File: src/design/doze_pkg.sv
`default_nettype none
package doze_pkg;
	// register addresses on the plain register port
	localparam logic [3:0] addr_regulator = 4'h0;
	localparam logic [3:0] addr_speed = 4'h1;
	localparam logic [3:0] addr_status = 4'h2;
	// regulator register fields
	localparam int reg_pm_bit = 1;
	localparam int reg_one_bit = 0;
	// speed register fields
	localparam int spd_idle_bit = 7;
	localparam int spd_slow_bit = 6;
	localparam int spd_roi_bit = 5;
	localparam int spd_doe_bit = 4;
	localparam int spd_rsv_bit = 3;
	localparam int ratio_w = 3;
	// reset values
	localparam logic [7:0] reg_reset = 8'h01;
	localparam logic [7:0] spd_reset = 8'h00;
	// doze counter width: up to 256 peripheral cycles
	localparam int dcnt_w = 8;
	// wake settle delays in ns and cycles at 50 MHz
	localparam int clk_ns = 20;
	localparam int wake_fast_ns = 100;
	localparam int wake_lp_ns = 2000;
	localparam int wake_fast_cyc = (wake_fast_ns + clk_ns - 1) / clk_ns;
	localparam int wake_lp_cyc = (wake_lp_ns + clk_ns - 1) / clk_ns;
	localparam int wcnt_w = 8;
	// power state of the core
	typedef enum logic [1:0] {
		pwr_run = 2'b00,
		pwr_idle = 2'b01,
		pwr_sleep = 2'b10,
		pwr_wake = 2'b11
	} pwr_state_t;
	// core events into the block
	typedef struct packed {
		logic sleep_exec;
		logic isr_entry;
		logic isr_return;
		logic debug_active;
		logic wdt_timeout;
		logic irq_pending;
	} core_evt_t;
	// clock enables, regulator and watchdog controls out of the block
	typedef struct packed {
		logic cpu_clk_en;
		logic periph_clk_en;
		logic regulator_low_power;
		logic wdt_reset_block;
	} clk_ctl_t;
endpackage : doze_pkg
`default_nettype wire

File: src/design/doze_divider.sv
`timescale 1ns/1ps
`default_nettype none
// produces one cpu enable pulse per 2^(ratio+1) cycles while active
module doze_divider (
	input wire logic sys_clk,
	input wire logic reset_n,
	input wire logic active,
	input wire logic [doze_pkg::ratio_w-1:0] ratio,
	output logic pulse
);
	logic [doze_pkg::dcnt_w-1:0] cnt_r; // cycle counter
	logic [doze_pkg::dcnt_w-1:0] limit; // terminal count
	logic [doze_pkg::ratio_w-1:0] ratio_r; // last ratio seen
	logic active_r; // last active seen
	logic restart; // settings changed
	// terminal count 2^(ratio+1)-1
	assign limit = doze_pkg::dcnt_w'((9'h002 << ratio) - 9'h001);
	assign restart = (ratio != ratio_r) || (active != active_r);
	assign pulse = active && (cnt_r == limit) && !restart;
	// counter restarts on change
	always_ff @(posedge sys_clk or negedge reset_n) begin
		if (!reset_n) begin
			cnt_r <= 8'h00;
			ratio_r <= 3'h0;
			active_r <= 1'b0;
		end else begin
			ratio_r <= ratio;
			active_r <= active;
			if (restart || cnt_r == limit) begin
				cnt_r <= 8'h00;
			end else begin
				cnt_r <= cnt_r + 8'h01;
			end
		end
	end
endmodule : doze_divider
`default_nettype wire

File: src/design/doze_idle_control.sv
// The register offsets and the plain strobed port were chosen for this implementation.
`timescale 1ns/1ps
`default_nettype none
module doze_idle_control (
	input wire logic sys_clk,
	input wire logic reset_n,
	input wire logic por_bor_n,
	input wire logic [3:0] addr,
	input wire logic [7:0] wdata,
	input wire logic wr_stb,
	input wire logic rd_stb,
	output logic [7:0] rdata,
	input wire doze_pkg::core_evt_t core_evt,
	output var doze_pkg::clk_ctl_t clk_ctl
);
	logic pm_r; // regulator low-power select
	logic idle_sel_r; // idle on sleep select
	logic slow_r; // cpu slowdown active
	logic roi_r; // recover on interrupt
	logic doe_r; // slow on return
	logic [doze_pkg::ratio_w-1:0] ratio_r; // doze ratio code
	doze_pkg::pwr_state_t state_r; // power state
	doze_pkg::pwr_state_t state_nxt;
	logic [doze_pkg::wcnt_w-1:0] wcnt_r; // wake settle count
	logic doze_pulse; // divider pulse
	logic wr_spd; // software write to speed register
	logic wake_evt; // wake from sleep or idle
	logic cpu_en_nxt; // next cpu enable
	logic [7:0] rd_nxt; // read mux

	assign wr_spd = wr_stb && (addr == doze_pkg::addr_speed);
	// interrupt or watchdog both wake; neither resets
	assign wake_evt = core_evt.irq_pending || core_evt.wdt_timeout;

	// regulator register
	always_ff @(posedge sys_clk or negedge reset_n) begin
		if (!reset_n) begin
			pm_r <= doze_pkg::reg_reset[doze_pkg::reg_pm_bit];
		end else if (wr_stb && addr == doze_pkg::addr_regulator) begin
			pm_r <= wdata[doze_pkg::reg_pm_bit];
		end
	end

	// idle select: kept through warm reset, cleared by por/bor
	always_ff @(posedge sys_clk or negedge por_bor_n) begin
		if (!por_bor_n) begin
			idle_sel_r <= 1'b0;
		end else if (wr_spd) begin
			idle_sel_r <= wdata[doze_pkg::spd_idle_bit];
		end
	end

	// control bits cleared by general reset (reset_n)
	always_ff @(posedge sys_clk or negedge reset_n) begin
		if (!reset_n) begin
			roi_r <= 1'b0;
			doe_r <= 1'b0;
			ratio_r <= 3'h0;
		end else if (wr_spd) begin
			roi_r <= wdata[doze_pkg::spd_roi_bit];
			doe_r <= wdata[doze_pkg::spd_doe_bit];
			ratio_r <= wdata[doze_pkg::ratio_w-1:0];
		end
	end

	// slowdown bit: hardware events beat software writes
	always_ff @(posedge sys_clk or negedge reset_n) begin
		if (!reset_n) begin
			slow_r <= 1'b0;
		end else if (core_evt.isr_entry && roi_r) begin
			slow_r <= 1'b0;
		end else if (core_evt.isr_return && doe_r) begin
			slow_r <= 1'b1;
		end else if (wr_spd) begin
			slow_r <= wdata[doze_pkg::spd_slow_bit];
		end
	end

	// cycle divider for doze
	doze_divider u_div (
		.sys_clk(sys_clk),
		.reset_n(reset_n),
		.active(slow_r && !core_evt.debug_active),
		.ratio(ratio_r),
		.pulse(doze_pulse)
	);

	// power state sequencing
	always_comb begin
		state_nxt = state_r;
		unique case (state_r)
			doze_pkg::pwr_run: begin
				if (core_evt.sleep_exec && idle_sel_r) begin
					state_nxt = doze_pkg::pwr_idle;
				end else if (core_evt.sleep_exec) begin
					state_nxt = doze_pkg::pwr_sleep;
				end
			end
			doze_pkg::pwr_idle: begin
				if (wake_evt) begin
					state_nxt = doze_pkg::pwr_run;
				end
			end
			doze_pkg::pwr_sleep: begin
				if (wake_evt) begin
					state_nxt = doze_pkg::pwr_wake;
				end
			end
			doze_pkg::pwr_wake: begin
				if (wcnt_r == 8'h00) begin
					state_nxt = doze_pkg::pwr_run;
				end
			end
		endcase
	end

	// state register
	always_ff @(posedge sys_clk or negedge reset_n) begin
		if (!reset_n) begin
			state_r <= doze_pkg::pwr_run;
		end else begin
			state_r <= state_nxt;
		end
	end

	// wake settle counter, longer in low-power mode
	always_ff @(posedge sys_clk or negedge reset_n) begin
		if (!reset_n) begin
			wcnt_r <= 8'h00;
		end else if (state_r == doze_pkg::pwr_sleep) begin
			wcnt_r <= pm_r ? 8'(doze_pkg::wake_lp_cyc - 1)
				: 8'(doze_pkg::wake_fast_cyc - 1);
		end else if (wcnt_r != 8'h00) begin
			wcnt_r <= wcnt_r - 8'h01;
		end
	end

	// cpu enable: debug forces full speed, slowdown gates
	always_comb begin
		if (state_nxt != doze_pkg::pwr_run) begin
			cpu_en_nxt = 1'b0;
		end else if (core_evt.debug_active || !slow_r) begin
			cpu_en_nxt = 1'b1;
		end else begin
			cpu_en_nxt = doze_pulse;
		end
	end

	// clock control outputs
	always_ff @(posedge sys_clk or negedge reset_n) begin
		if (!reset_n) begin
			clk_ctl <= '0;
		end else begin
			clk_ctl.cpu_clk_en <= cpu_en_nxt;
			clk_ctl.periph_clk_en <= (state_nxt != doze_pkg::pwr_sleep)
				&& (state_nxt != doze_pkg::pwr_wake);
			clk_ctl.regulator_low_power <= pm_r
				&& (state_nxt == doze_pkg::pwr_sleep);
			clk_ctl.wdt_reset_block <= (state_nxt == doze_pkg::pwr_idle)
				|| (state_nxt == doze_pkg::pwr_sleep);
		end
	end

	// read mux
	always_comb begin
		rd_nxt = 8'h00;
		if (addr == doze_pkg::addr_regulator) begin
			rd_nxt[doze_pkg::reg_pm_bit] = pm_r;
			rd_nxt[doze_pkg::reg_one_bit] = 1'b1;
		end else if (addr == doze_pkg::addr_speed) begin
			rd_nxt = {idle_sel_r, slow_r, roi_r, doe_r, 1'b0, ratio_r};
		end else if (addr == doze_pkg::addr_status) begin
			rd_nxt = {6'h00, state_r};
		end
	end

	// read data one cycle after strobe, zero otherwise
	always_ff @(posedge sys_clk or negedge reset_n) begin
		if (!reset_n) begin
			rdata <= 8'h00;
		end else begin
			rdata <= rd_stb ? rd_nxt : 8'h00;
		end
	end

	// checks
	a_roi_clears_slow: assert property (
		@(posedge sys_clk) disable iff (!reset_n)
		core_evt.isr_entry && roi_r |=> !slow_r)
		else $error("slowdown not cleared on isr entry");
	a_entry_keeps_slow: assert property (
		@(posedge sys_clk) disable iff (!reset_n)
		core_evt.isr_entry && !roi_r && !core_evt.isr_return && !wr_spd
		|=> slow_r == $past(slow_r))
		else $error("slowdown changed on isr entry");
	a_doe_sets_slow: assert property (
		@(posedge sys_clk) disable iff (!reset_n)
		core_evt.isr_return && doe_r && !(core_evt.isr_entry && roi_r)
		|=> slow_r)
		else $error("slowdown not set on return");
	a_return_keeps_slow: assert property (
		@(posedge sys_clk) disable iff (!reset_n)
		core_evt.isr_return && !doe_r && !core_evt.isr_entry && !wr_spd
		|=> slow_r == $past(slow_r))
		else $error("slowdown changed on return");
	a_idle_entry: assert property (
		@(posedge sys_clk) disable iff (!reset_n)
		state_r == doze_pkg::pwr_run && core_evt.sleep_exec && idle_sel_r
		|=> state_r == doze_pkg::pwr_idle && clk_ctl.periph_clk_en
		&& !clk_ctl.cpu_clk_en)
		else $error("idle entry wrong");
	a_sleep_entry: assert property (
		@(posedge sys_clk) disable iff (!reset_n)
		state_r == doze_pkg::pwr_run && core_evt.sleep_exec && !idle_sel_r
		|=> state_r == doze_pkg::pwr_sleep && !clk_ctl.periph_clk_en)
		else $error("sleep entry wrong");
	a_idle_wakes: assert property (
		@(posedge sys_clk) disable iff (!reset_n)
		state_r == doze_pkg::pwr_idle && wake_evt
		|=> state_r == doze_pkg::pwr_run
		&& idle_sel_r == $past(idle_sel_r))
		else $error("idle did not end");
	a_full_speed: assert property (
		@(posedge sys_clk) disable iff (!reset_n)
		state_nxt == doze_pkg::pwr_run && (!slow_r || core_evt.debug_active)
		|=> clk_ctl.cpu_clk_en)
		else $error("cpu not at full speed");
	a_speed_bit3: assert property (
		@(posedge sys_clk) disable iff (!reset_n)
		rd_stb && addr == doze_pkg::addr_speed
		|=> rdata[doze_pkg::spd_rsv_bit] == 1'b0
		&& rdata[doze_pkg::spd_slow_bit] == $past(slow_r))
		else $error("speed read wrong");
	a_reg_bit0: assert property (
		@(posedge sys_clk) disable iff (!reset_n)
		rd_stb && addr == doze_pkg::addr_regulator
		|=> rdata[doze_pkg::reg_one_bit])
		else $error("regulator bit 0 not one");
	// upper regulator bits are unimplemented and read zero
	a_reg_high_zero: assert property (
		@(posedge sys_clk) disable iff (!reset_n)
		rd_stb && addr == doze_pkg::addr_regulator
		|=> rdata[7:2] == 6'h00)
		else $error("regulator upper bits not zero");
	// software write of the regulator select lands next cycle
	a_pm_write: assert property (
		@(posedge sys_clk) disable iff (!reset_n)
		wr_stb && addr == doze_pkg::addr_regulator
		|=> pm_r == $past(wdata[doze_pkg::reg_pm_bit]))
		else $error("regulator select not written");
	// low-power regulator only while asleep with the select set
	a_lp_in_sleep: assert property (
		@(posedge sys_clk) disable iff (!reset_n)
		state_nxt == doze_pkg::pwr_sleep
		|=> clk_ctl.regulator_low_power == $past(pm_r))
		else $error("regulator mode wrong in sleep");
	// normal regulator arms the short settle count
	a_fast_load: assert property (
		@(posedge sys_clk) disable iff (!reset_n)
		state_r == doze_pkg::pwr_sleep && !pm_r
		|=> wcnt_r == 8'(doze_pkg::wake_fast_cyc - 1))
		else $error("fast settle count wrong");
	// low-power regulator arms the long settle count
	a_lp_load: assert property (
		@(posedge sys_clk) disable iff (!reset_n)
		state_r == doze_pkg::pwr_sleep && pm_r
		|=> wcnt_r == 8'(doze_pkg::wake_lp_cyc - 1))
		else $error("low-power settle count wrong");
	// the core stays halted until the settle count runs out
	a_wake_holds: assert property (
		@(posedge sys_clk) disable iff (!reset_n)
		state_r == doze_pkg::pwr_wake && wcnt_r != 8'h00
		|=> state_r == doze_pkg::pwr_wake && !clk_ctl.cpu_clk_en)
		else $error("wake left before settle");
	// full sleep stops both clocks
	a_sleep_clocks: assert property (
		@(posedge sys_clk) disable iff (!reset_n)
		state_r == doze_pkg::pwr_sleep
		|-> !clk_ctl.cpu_clk_en && !clk_ctl.periph_clk_en)
		else $error("clock running in sleep");
	// idle holds until a wake event arrives
	a_idle_stays: assert property (
		@(posedge sys_clk) disable iff (!reset_n)
		state_r == doze_pkg::pwr_idle && !wake_evt
		|=> state_r == doze_pkg::pwr_idle)
		else $error("idle left without wake");
	// watchdog is told to wake rather than reset in idle
	a_wdt_block: assert property (
		@(posedge sys_clk) disable iff (!reset_n)
		state_nxt == doze_pkg::pwr_idle |=> clk_ctl.wdt_reset_block)
		else $error("watchdog reset not blocked in idle");
	// watchdog wake is no interrupt: slowdown bit untouched
	a_wdt_wake_idle: assert property (
		@(posedge sys_clk) disable iff (!reset_n)
		state_r == doze_pkg::pwr_idle && core_evt.wdt_timeout
		&& !core_evt.isr_entry && !core_evt.isr_return && !wr_spd
		|=> state_r == doze_pkg::pwr_run && slow_r == $past(slow_r))
		else $error("watchdog wake wrong");
	// debug leaves the stored slowdown bit alone
	a_debug_keeps_bit: assert property (
		@(posedge sys_clk) disable iff (!reset_n)
		core_evt.debug_active && !wr_spd && !core_evt.isr_entry
		&& !core_evt.isr_return |=> slow_r == $past(slow_r))
		else $error("debug changed slowdown bit");
	// reduced speed follows the divider pulse
	a_slow_pulse: assert property (
		@(posedge sys_clk) disable iff (!reset_n)
		state_nxt == doze_pkg::pwr_run && slow_r && !core_evt.debug_active
		|=> clk_ctl.cpu_clk_en == $past(doze_pulse))
		else $error("cpu enable not at ratio");
	// entry clear wins over a same-cycle write
	a_entry_beats_wr: assert property (
		@(posedge sys_clk) disable iff (!reset_n)
		core_evt.isr_entry && roi_r && wr_spd |=> !slow_r)
		else $error("write beat isr entry");
	// return set wins over a same-cycle write
	a_return_beats_wr: assert property (
		@(posedge sys_clk) disable iff (!reset_n)
		core_evt.isr_return && doe_r && !(core_evt.isr_entry && roi_r)
		&& wr_spd |=> slow_r)
		else $error("write beat isr return");
endmodule : doze_idle_control
`default_nettype wire

File: config.mk
export PLATFORM = sky130hd
export DESIGN_NAME = doze_idle_control
export DESIGN_NICKNAME = d
export VERILOG_FILES = /design/src/design/doze_pkg.sv /design/src/design/doze_divider.sv /design/src/design/doze_idle_control.sv
export SDC_FILE = /design/constraint.sdc
export NUM_CORES = 1
export LEC_CHECK = 0
export BUFFER_PORTS_ARGS = -buffer_cell sky130_fd_sc_hd__buf_4
export CAP_MARGIN = 0
export CORE_MARGIN = 2
export CORE_UTILIZATION = 45
export DETAILED_ROUTE_END_ITERATION = 7
export PLACE_DENSITY = 0.66
export SLEW_MARGIN = 20
export SYNTH_ARGS = -nofsm -noshare
export SYNTH_HDL_FRONTEND = slang
export SYNTH_HIERARCHICAL = 1
export SYNTH_SLANG_ARGS = --single-unit
File: constraint.sdc
create_clock -name sys_clk -period 3.1 [get_ports sys_clk]
set_clock_uncertainty 0.05 [all_clocks]
set_input_delay 0 -clock sys_clk [delete_from_list [all_inputs] [get_ports sys_clk]]
set_output_delay 0 -clock sys_clk [all_outputs]
set_load 0.01 [all_outputs]
==> Yosys cells after proc, flatten, opt, wreduce, memory -nomap -nowiden <==
Cells that the tools add are included.
{ "classes": {"n_addsub": 3, "n_eq_ne": 12, "n_shift": 1, "n_mux": 20, "reduce_logical": 25} }
{ "ops": {"columns": ["cell", "n"], "rows": [
  ["8-bit two-way mux", 5],
  ["8-bit by 1-bit subtractor with 8-bit output (second input constant)", 2],
  ["2-bit two-way mux", 7],
  ["1-bit logical AND", 10],
  ["8-bit by 1-bit adder with 8-bit output (second input constant)", 1],
  ["8-bit equality test", 1],
  ["8-bit logical NOT", 1],
  ["2-bit one-hot mux with 4 select lines", 1],
  ["8-bit nonzero test", 1],
  ["2-bit by 3-bit << shifter with 8-bit output (first input constant)", 1],
  ["7-bit two-way mux", 1],
  ["2-bit equality test (second input constant)", 3],
  ["6-bit two-way mux", 1],
  ["1-bit logical OR", 5],
  ["1-bit two-way mux", 5],
  ["2-bit by 1-bit equality test with 1-bit output (second input constant)", 2],
  ["4-bit by 1-bit equality test with 1-bit output (second input constant)", 1],
  ["4-bit by 2-bit equality test with 1-bit output (second input constant)", 1],
  ["4-bit logical NOT", 1],
  ["2-bit != test (second input constant)", 2],
  ["2-bit nonzero test", 2],
  ["1-bit logical NOT", 3],
  ["3-bit != test", 1],
  ["3-bit nonzero test", 1],
  ["other kinds (2)", 2]
]} }
{ "word_totals": {"regBits": 42, "in_bits": 23, "wordCells": 77} }

==> Longest topological paths before layout <==
Gate-level depths: netlist of the first run.
{ "logic_depth": {"word_depth": 8, "mapped_depth": 12, "ltp_nobuf": 10} }

==> Hierarchy <==
Netlist of the first run, hierarchy kept.
{ "by_module_without_submodules": {"columns": ["module", "n_inst", "cells_each", "area_each_um2", "seq_area_each_um2"], "rows": [
  ["doze_idle_control", 1, 122, 1391.3, 725.7],
  ["doze_divider", 1, 86, 807.0, 300.3]
]} }

==> Least setup slack after synthesis of the first run <==
OpenSTA, ideal clock, no wires.
{ "synth_path": {"kind": "reg2reg", "startpoint": "register ratio_r[0] (netlist name)", "endpoint": "register clk_ctl[3] in the netlist's numbering", "setup_ps": 135, "t_arrival_ps": 2430, "required_time_ps": 2915, "path_slack_ps": 484, "path_stages_with_launch": 12, "cell_sequence": "dfrtp_1 buf_4 or3_1 ha_1 buf_2 or3b_2 a211oi_1 a2111o_1 nor4_1 and2_1 inv_1 a21boi_0"} }
{ "synth_rtl": {"columns": ["element", "line_no", "rtl"], "rows": [
  ["to (decl)", "doze_idle_control.sv:14", "output var doze_pkg::clk_ctl_t clk_ctl"]
]} }

==> results summary, run 1 <==
The flow ran to the end, and the final reports show no timing, DRC or antenna violations. The overall die area is 5460 um2. The post-detailed-routing wire length is 4317 um. The worst hold path belongs to the class input pin to flip-flop. For this design, the slowest cell found on the critical path is dfrtp_1. After filler insertion, the fill cell instance count of the layout stands at 430.

The floorplan step set the die height to 73.90 um. The critical path buffer and inverter count is 1. The final weighted congestion in routability-driven placement came out at 0.7889. After layout, the worst path uses 85.33% of the clock period. The tree is rooted in a clkbuf_8. The largest single stage delay on the critical path is 0.48 ns. Counting flops with an async set or reset pin after synthesis yields a share of 100.0%.

The cell area power density came out at 682.6 nW/um2. The relative area change from synthesis to final layout is 24.76%. The startpoint kind of the worst setup timing path is a flip-flop.

Once the clock tree was built, the resizer swapped 0 gates to a different size. Setup repair after global routing left no endpoint under its margin. The number of synthesized flops with an enable pin is 0. The netlist uses 52 different library cells. The number of primary I/O pins is 35. At the later pin of the worst-skew pair, clock insertion delay measures 0.30 ns. The worst-case IR drop observed on VDD is 0.3711 mV. The slack of the worst reg-to-reg path came out at 0.45 ns.

The required time of the critical path came out at 3.23 ns. The wire length of the first global-routing pass came out at 6886 um. The number of register bits inferred by synthesis came out at 41. The area of the mapped netlist came out at 2198 um2.

At the pin with the least slew margin, the transition time is 0.8015 ns. The detailed-route via count came out at 1684. The via count of the first global-routing pass is 1482. For this run, design rule violations remaining after detail routing come to 0. The horizontal die dimension is 73.90 um.

The primary flip-flop cell chosen by synthesis mapping is dfrtp_1. Clock-pin slew was measured on the worst setup and hold paths at 0.08 ns. The pin count of the biggest net entering global routing came out at 41. The remaining antenna violation count after routing is 0. Leaving out filler cells and counting taps, the final layout contains 326. The row count is 25. The number of standard cells after synthesis came out at 208. The top achievable clock speed is 378.0 MHz. The final-report max-slew violation count came out at 0.

The headroom to the max-slew limit is 46.08%. Among cell families on the critical path, the largest total delay comes from simple AND/OR/NAND/NOR gates. The library cells used most frequently in the layout, excluding fill and tap cells, are 41 x dfrtp_1, 35 x buf_4, 16 x nor2_1, 16 x dlygate4sd3_1, 12 x nand2_1. The final number of hold-violating endpoints is 0.

Walking the worst path, the cells encountered are or3_1, ha_1, or3b_2, a211oi_1, a2111o_1, nor4_1, and2_1, inv_1, a21boi_0. The arrival time at the worst endpoint is 2.77 ns. The worst setup path is of the flip-flop to flip-flop kind. The pre-antenna-repair detailed-routing pass consisted of 6 iterations. The count of nets after finishing came out at 289.

The sort of element at the end of the critical path is a flip-flop. The highest fanout seen on the critical path came out at 10. After detailed routing, the average wire length per cell comes to 13.24 um. Counting the buffers created by CTS gives 5.

The number of failing setup endpoints in the final timing report is 0. The number of warnings issued by yosys is 6. The starting density of the core came out at 46.54%. The number of H-tree levels came out at 2.

The repair_antennas step left the layout with diodes totalling 0. The via-per-instance ratio is 5.166. The tree built by TritonCTS fans out to 41 sinks.

The number of placed instances with taps included came out at 303. In this run the mean area of a mapped cell was 10.57 um2. The number of port buffers is 32. Counting every net in the synthesized netlist gives 238.

The standby leakage power is 1.249 nW. The detailed placer's ending HPWL came out at 3088 um. The global route total overflow is 0. The portion of the post-synthesis area used by sequential elements came out at 46.67%. The summed negative setup slack over all endpoints is 0 ns. Leaving out fill and tap cells, the most frequent cell in the layout is dfrtp_1. TritonCTS built the clock tree.

The total global-route track usage came out at 16.92%. Across the run, the number of max-cap violations was 0. The fraction of final layout cells sized beyond drive strength 1 came out at 22.78%. The area inside the core boundary came out at 4723 um2. The total power draw is 0.001872 W. The first routing iteration left 47 violations. Final hold analysis gives a worst-case slack of 0.01870 ns. The initial antenna violation count is 0. The final period demand of the worst path is 2.645 ns. The number of buffers on the longest clock path is 2.
[path summary, 6_finish.rpt]
path                                  from          to  cells past startpoint
worst max-delay path            ratio_r[1]  clk_ctl[3]                      9
worst min-delay path               addr[1]    rdata[1]                      4
worst max register to register  ratio_r[1]  clk_ctl[3]                      9
worst min register to register       roi_r    rdata[5]                      1
max in group asynchronous        por_bor_n  idle_sel_r                      3
min in group asynchronous          reset_n  clk_ctl[3]                      2
[registers in the layout, indices dropped and copies added (netlist names)]
name and cells:
idle_sel_r 1, doe_r 1, u_div/cnt_r 8, u_div/active_r 1, pm_r 1, wcnt_r 8
rdata 7, clk_ctl 4, u_div/ratio_r 3, ratio_r 3, state_r 2, roi_r 1
slow_r 1
[timing repair]
action | CTS | global route
setup buffers | 0 | 0
hold buffers | 16 | 0
hold endpoints to repair | 52 | 0
[power by group]
part           leakage [nW]  total, W  switching (W)  internal (W)
Combinational         0.676  0.000725       0.000365      0.000360
Sequential            0.529  0.000791       0.000130      0.000660
Clock                0.0433  0.000357       0.000181      0.000176
[cell usage after synthesis (all sizes together) (3+ instances only)]
cell	count	share of area [%]
a211oi	4	1.4
a21o	4	1.4
a21oi	9	2.0
and2	7	2.0
buf	7	2.4
dfrtp	41	47
ha	7	4.0
inv	10	1.7
mux2	7	3.6
nand2	12	2.0
nand2b	3	0.85
nand3	4	0.91
nor2	16	2.7
nor2b	8	2.3
nor3	4	1.1
o31ai	3	1.0
o41ai	3	2.0
or3b	5	2.0
xnor2	9	3.6
xor2	5	2.0
[through the flow]
stage / setup WS (ns) / area, um2 / util [%]
floorplan: 0.4844 / 2198 / -
global route: 0.2955 / 2743 / 58.07
finish: 0.4548 / 2743 / 58.07
detailed placement: 0.4613 / 2492 / 52.77
CTS: 0.4508 / 2743 / 58.07
global placement: 0.4403 / 2492 / 52.77
[worst min-delay path, delay by kind of cell]
| kind | cells | cell delay [ns] |
|---|---|---|
| AOI/OAI and AO/OA | 1 | 0.06 |
| buffers and inverters | 1 | 0.10 |
| and+or+nand+nor | 2 | 0.16 |
[cells by family (layout without fill, tap and decap cells)]
family          after synthesis  in the layout  synth area share [%]
flops                        41             41                 46.67
simple gates                 75             75                 19.29
fa+ha+maj                     7              7                 3.984
compound gates               44             44                 15.71
buf+inv                      17             68                 4.098
other cells                   1              1                0.1706
xor+xnor                     14             14                 5.578
mux                           9              9                 4.497
[layout make-up]
| cell class | count | area (um2) | area share, % |
|---|---|---|---|
| inverters | 10 | 37.54 | 1.369 |
| clock buffers | 6 | 82.58 | 3.011 |
| clock inverters | 1 | 7.507 | 0.2737 |
| flip-flops and latches | 41 | 1026 | 37.41 |
| multi-input cells | 150 | 1082 | 39.46 |
| well taps | 67 | 83.83 | 3.057 |
| repair buffers | 51 | 422.9 | 15.42 |
[metal layers]
metal / routed length [um] / up-vias / global-route usage [%]
li1: - / 840 / -
met1: 2033 / 807 / 21.56
met2: 2019 / 28 / 26.88
met3: 184 / 9 / 4.801
met4: 79 / 0 / 7.071
met5: 0 / - / 0
Power figures use the tool's default switching activity.
==> inputs of run 2 (changes only) <==
--- a/config.mk
+++ b/config.mk
@@ -14,5 +14,4 @@
 export SLEW_MARGIN = 20
 export SYNTH_ARGS = -nofsm -noshare
 export SYNTH_HDL_FRONTEND = slang
-export SYNTH_HIERARCHICAL = 1
 export SYNTH_SLANG_ARGS = --single-unit
==> run 2 against run 1 <==
Compared with the run above:
- cell area decreased by 4.4%
- die area decreased by 5.4%
- critical path depth unchanged
- combinational power decreased by 13%
- routed wire length decreased by 8.0%
- largest cell class is now sequential cells
==> results summary, run 2 <==
The run finished with clean final reports. In this run the tightest slew margin relative to its limit is 53.43%. The average wire per cell in the routed design came out at 13.56 um. The total number of clock tree sinks came out at 41. The share of synthesized flip-flops with an asynchronous set or reset is 100.0%. For this design the ratio of total power to cell area is 693.8 nW/um2. The detailed-route via count came out at 1504. The overall die area is 5163 um2.

The final weighted congestion in routability-driven placement is 0.8160. The mean instance size in the synthesized netlist is 10.91 um2. The area inside the core boundary is 4384 um2. The final-report max-slew violation count came out at 0.

The clock latency of the later-clocked register in the worst-skew pair came out at 0.29 ns. The cts-stage hold buffer count is 16. The portion of synthesized cell area occupied by the leading cell type came out at 49.52%. The post-cts repair resize count came out at 0. Clock tree synthesis selected as its root buffer the cell clkbuf_8. The portion of the post-synthesis area used by sequential elements is 49.52%.

The number of warnings issued by yosys came out at 0. Counting instances in the post-synthesis netlist gives the leading cell types as 41 x dfrtp_1, 14 x xnor2_1, 11 x nor2_1. In the layout the commonest cells are 41 x dfrtp_1, 35 x buf_4, 16 x dlygate4sd3_1.

The synthesized design spends more area on one cell type than any other, namely dfrtp_1. The count of unique library cells instantiated by Yosys came out at 47. TritonCTS built the clock tree. The post-detailed-routing wire length came out at 3972 um. The final number of hold-violating endpoints came out at 0. The wire length of the first global-routing pass is 6851 um.

The starting density of the core came out at 47.26%. The relative area change from synthesis to final layout is 26.57%. Among all flip-flop cells after synthesis, the most frequent one is dfrtp_1. The path class of the tightest hold or removal check is input pin to flip-flop.

The number of standard cells after synthesis came out at 190. The number of H-tree levels came out at 2. The transition time at the pin with the least slew margin came out at 0.6972 ns. The final period demand of the worst path is 2.554 ns. The number of fill cells is 372.

The area of the mapped netlist came out at 2072 um2. The worst supply voltage drop on vdd came out at 0.3608 mV. In this run the worst path has a maximum fanout of 4.

The global route total overflow is 0. Sorting the synthesized cells by area gives the leading types as dfrtp_1 50%, xnor2_1 5.9%, ha_1 4.2%. The wire-length estimate of the detail-placed layout is 2784 um. STA classifies the critical path endpoint as a flip-flop. Setup repair after global routing left no endpoint under its margin. The number of failing setup endpoints in the final timing report is 0. The setup slack of the critical path after layout came out at 0.5460 ns. For this run, the top clock speed supported by timing is 391.5 MHz.

The largest registers in the layout are u_div.cnt_r x8, wcnt_r x8, rdata x7. The summed negative setup slack over all endpoints came out at 0 ns. The first detailed-routing pass ran for 4 iterations.

Leaving out fill and tap cells, the most frequent cell in the layout is dfrtp_1. 35 I/O pins were placed. The TritonCTS buffer count came out at 5.

The design draws 0.001820 W. The horizontal die dimension is 71.86 um. The total global-route track usage came out at 17.05%.

The worst setup path is of the flip-flop to flip-flop kind. The count of nets after finishing came out at 270. The longest clock path from root to sink contains 2 buffers. The standby leakage power is 1.212 nW. For this run, the share of the core covered by cells in the final layout is 59.82%. The required time of the critical path is 3.26 ns.

The number of synthesized flops with an enable pin came out at 0. The remaining antenna violation count after routing came out at 0. The count of buffers added by post-CTS timing repair for setup is 0. The number of maximum-capacitance constraint violations is 0. The via-per-instance ratio is 5.133. The row count is 24. The most common cell in the synthesized netlist is dfrtp_1. After synthesis the netlist holds a flip-flop and latch count of 41.

The pre-CTS setup slack came out at 0.5601 ns. The number of design rule violations left after detail routing came out at 0. The initial antenna violation count is 0. For the worst setup path, the data arrival time is 2.71 ns. The number of nets in the synthesized netlist came out at 220.

Clock-pin slew was measured on the worst setup and hold paths at 0.08 ns. In the final layout, the share of cells above drive strength 1 is 23.24%. The repair_antennas step left the layout with diodes totalling 0. The starting DRC count in detailed routing is 67.

The floorplan step set the die height to 71.86 um. The number of port buffers came out at 32. Entering global routing, the biggest net connects 41 pins. The post-route fraction of the period consumed by the critical path came out at 82.39%.

The startpoint kind of the worst setup timing path is a flip-flop. The via count of the first global-routing pass came to 1519.
==> run 2: cell types whose count changed after synthesis, sizes merged, moves of 4 or more <==
cell,before,now
or3b,5,0
nor2,16,11
nor2b,8,4
xnor2,9,14
nand2,12,7
nor3,4,9
==> run 2: power breakdown <==
part           internal (W)  total (W)  switching, W  leakage (nW)
Sequential         0.000657   0.000767      0.000109         0.529
Combinational      0.000322   0.000628      0.000306         0.627
Clock              0.000242   0.000425      0.000184        0.0554
Total               0.00122    0.00182      0.000598          1.21
==> run 2: cell families after synthesis <==
kind of cell             after synthesis  share of synthesized area [%]
AND/OR/NAND/NOR                       67                          18.96
AO/OA/AOI/OAI                         26                          8.998
buffers and inverters                 17                          3.985
adder cells (fa/ha/maj)                7                          4.227
other                                  1                         0.1810
XOR/XNOR                              22                          9.300
flip-flops                            41                          49.52
multiplexers                           9                          4.831
==> run 2: final timing paths <==
kind / cells past startpoint / startpoint / slack, ns / end
min in group asynchronous: 2 / reset_n / 0.16 / u_div.cnt_r[6]
max in group asynchronous: 3 / por_bor_n / 2.37 / idle_sel_r
max: 9 / wcnt_r[3] / 0.55 / clk_ctl[3]
min: 3 / wr_stb / 0.03 / pm_r
min reg2reg: 1 / slow_r / 0.45 / rdata[6]
max reg2reg: 9 / wcnt_r[3] / 0.55 / clk_ctl[3]
==> run 2: critical path, cell delays in order, from the launching register on <==
cell and delay [ns]:
dfrtp_1 0.44, nor4_2 0.35, nor4bb_1 0.47, nand2_1 0.14, o31ai_1 0.11, a21o_1 0.20
ha_1 0.18, inv_1 0.06, or3_1 0.38, o22ai_2 0.09
==> run 2: final cells by class <==
type / instances / area [um2] / share of cell area, %
sequential: 41 / 1026 / 39.12
tap: 52 / 65.06 / 2.481
inverter: 9 / 33.78 / 1.288
multi-input combinational: 132 / 963.4 / 36.74
clock inverter: 2 / 38.79 / 1.479
clock buffer: 6 / 72.57 / 2.767
timing repair buffer: 51 / 422.9 / 16.13
==> run 2: per-stage QoR <==
step	instances	hold slack, ns	cell area, um2
floorplan	190	-0.3456	2072
global placement	269	-0.2743	2351
detailed placement	269	-0.2731	2351
CTS	293	0.02280	2623
global route	293	0.02932	2623
finish	293	0.03249	2623
==> run 2: metal layers <==
| metal | global-route usage, % | share of wire (%) | wire length (um) | vias up |
|---|---|---|---|---|
| met4 | 3.983 | 0.78 | 31 | 0 |
| met1 | 22.01 | 48 | 1889 | 711 |
| met5 | 0 | 0 | 0 | - |
| met3 | 4.641 | 2.9 | 117 | 4 |
| met2 | 28.70 | 49 | 1934 | 27 |
| li1 | - | - | - | 762 |
==> inputs of run 3 (changes only) <==
--- a/config.mk
+++ b/config.mk
@@ -10,7 +10,7 @@
 export CORE_MARGIN = 2
 export CORE_UTILIZATION = 45
 export DETAILED_ROUTE_END_ITERATION = 7
-export PLACE_DENSITY = 0.66
+export PLACE_DENSITY = 0.69
 export SLEW_MARGIN = 20
 export SYNTH_ARGS = -nofsm -noshare
 export SYNTH_HDL_FRONTEND = slang
==> constraint.sdc (replaced) <==
create_clock -name sys_clk -period 2.2 [get_ports sys_clk]
set_clock_uncertainty 0.05 [all_clocks]
set_input_delay 0 -clock sys_clk [delete_from_list [all_inputs] [get_ports sys_clk]]
set_output_delay 0 -clock sys_clk [all_outputs]
set_load 0.01 [all_outputs]
==> run 3 against run 2 <==
Compared with the run above:
- final cell count increased by 6.8%
- count of clock-buffer cells in the layout decreased by 1
- critical path depth unchanged
- clock power increased by 70%
- sequential share of layout area decreased by 4.0 points
- cell area increased by 11%
- worst hold slack got worse by 0.016 ns
- the run now ends with negative setup slack left
- via count increased by 6.9%
==> results summary, run 3 (same netlist as run 2, synthesis figures left out) <==
The run finished, with violations left. The final reports fail on negative setup slack. The top achievable clock speed came out at 451.6 MHz.

The number of failing setup endpoints in the final timing report is 1. The number of fill cells came out at 351. The delay contributed by the slowest stage of the critical path came out at 0.41 ns. The via count of the first global-routing pass is 1590. TritonCTS built the clock tree. The clock latency of the later-clocked register in the worst-skew pair is 0.30 ns. The worst supply voltage drop on vdd came out at 0.5694 mV. Leaving out fill and tap cells, the most frequent cell in the layout is buf_4. The starting DRC count in detailed routing is 93.

The required time of the critical path came out at 2.38 ns. The row count came out at 24. The first-pass iteration count of the detailed router is 4.

The summed negative setup slack over all endpoints came out at -0.01433 ns. The relative area change from synthesis to final layout came out at 40.82%. Dividing the detail-routed wire length by the instance count gives 15.58 um. In this run the deepest clock path goes through 2 buffers.

The number of cell instances on the worst register-to-register path is 9. For the worst setup path, the data arrival time is 2.39 ns. Setup repair after global routing could not meet its margin everywhere. The library cell contributing the largest single delay on the critical path is dfrtp_1. The fraction of final layout cells sized beyond drive strength 1 is 35.63%. The clock tree root driver cell is clkbuf_8.

The number of H-tree levels came out at 2. The critical path goes through nor4_4, nor4bb_4, nand2_2, o31ai_4, a21o_1, ha_1, inv_1, or3_4, o22ai_2. The instance area at placement is 2479 um2. The final weighted congestion in routability-driven placement is 0.7892. The post-route core utilization is 66.55%. The transition time at the pin with the least slew margin came out at 0.5117 ns. In this run the static leakage power is 1.345 nW. The floorplan step set the die height to 71.86 um.

The min-delay analysis places its worst path in the category input pin to flip-flop. The number of antenna diodes came out at 0. Hold is met by 0.01683 ns. The overall die area came out at 5163 um2.

The pre-CTS setup slack is -0.1252 ns. The detailed-route via count came out at 1608. The highest fanout seen on the critical path is 2. The TritonCTS buffer count is 5. The worst hold path depth is 4. The final layout contains 290 nets. For this configuration, the core starts out at a cell density of 47.26%. The post-route fraction of the period consumed by the critical path is 100.7%. The worst setup path is captured at a flip-flop. The worst setup path is launched from a flip-flop. Using the TritonRoute via totals, the vias-per-cell ratio works out to 5.137. The number of maximum-capacitance constraint violations came out at 0. The final number of hold-violating endpoints is 0.

The clock slew seen by the registers of the worst setup and hold paths is 0.08 ns. During I/O placement, the number of pins put on the boundary was 35. Measured against its own limit, the worst slew margin works out to 65.88%.

Entering global routing, the biggest net connects 41 pins. For this design the ratio of total power to cell area is 1056 nW/um2. In the final layout, the registers with the most flip-flops are u_div.cnt_r x8, wcnt_r x8, rdata x7.

Counting every sink on the clock net gives 41. The horizontal die dimension came out at 71.86 um. The final period demand of the worst path came out at 2.214 ns. With fillers left out, the area of the finished cells amounts to 2918 um2. The initial antenna violation count is 0. Leaving out fill and tap cells, the most frequent cells in the layout are 57 x buf_4, 41 x dfrtp_1, 14 x dlygate4sd3_1. The count of nets left with antenna violations once routing finished came out at 0. The first global-routing pass estimated 7672 um of wire. The area inside the core boundary is 4384 um2. The worst setup path is of the flip-flop to flip-flop kind. The routed design has 4875 um of wire. Across every metal layer, demand over resource in global routing totals 19.86%. The detailed placer's ending HPWL is 3040 um. The final-report max-slew violation count came to 0. The setup slack of the critical path after layout is -0.01433 ns.

The number of port buffers is 32. In the routed design, unresolved DRC markers number 0. The global route total overflow is 0.
-- run 3: metal layers --
layer / track usage, % / vias up / share of wire [%]
met5: 0 / - / 0
met4: 8.805 / 0 / 2.1
met3: 5.485 / 8 / 4.0
met2: 31.38 / 34 / 50
met1: 25.57 / 774 / 44
li1: - / 792 / -
-- run 3: worst paths after layout --
| kind | end | startpoint | slack [ns] |
|---|---|---|---|
| worst max-delay path | clk_ctl[3] | wcnt_r[2] | -0.01 |
| worst min-delay path | rdata[1] | addr[0] | 0.02 |
| worst max register to register | clk_ctl[3] | wcnt_r[2] | -0.01 |
| worst min register to register | rdata[5] | roi_r | 0.47 |
| max in group asynchronous | idle_sel_r | por_bor_n | 1.48 |
| min in group asynchronous | rdata[4] | reset_n | 0.16 |
-- run 3: timing repair --
action                     CTS  global route
hold endpoints to repair    53             0
setup endpoints to repair    2            10
hold buffers                14             0
pin swaps                    1             4
resized for setup            5            16
setup buffers                1             4
-- run 3: power breakdown --
group	switching, W	internal, W
clock network	0.000272	0.000451
registers	0.000150	0.000926
logic	0.000571	0.000712
total	0.000992	0.00209
-- run 3: critical path, delay by kind of cell (launching register included) --
| family | cells | cell delay (ns) |
|---|---|---|
| simple gates | 4 | 1.15 |
| flops | 1 | 0.41 |
| compound gates | 3 | 0.34 |
| fa+ha+maj | 1 | 0.15 |
| buf+inv | 1 | 0.05 |
-- run 3: layout make-up --
type | count | area [um2] | share of cell area (%)
Clock buffer | 5 | 68.82 | 2.358
Clock inverter | 3 | 65.06 | 2.230
Inverter | 9 | 33.78 | 1.158
Multi-Input combinational cell | 132 | 1091 | 37.39
Sequential cell | 41 | 1026 | 35.16
Tap cell | 52 | 65.06 | 2.230
Timing Repair Buffer | 71 | 568.0 | 19.47
-- run 3: through the flow --
stage | std cells | total power (W)
6_report | 313 | 0.003082
5_1_grt | 313 | 0.003281
4_1_cts | 309 | 0.002944
3_5_place_dp | 286 | 0.002122
3_3_place_gp | 286 | 0.002105
2_1_floorplan | 190 | 0.001724
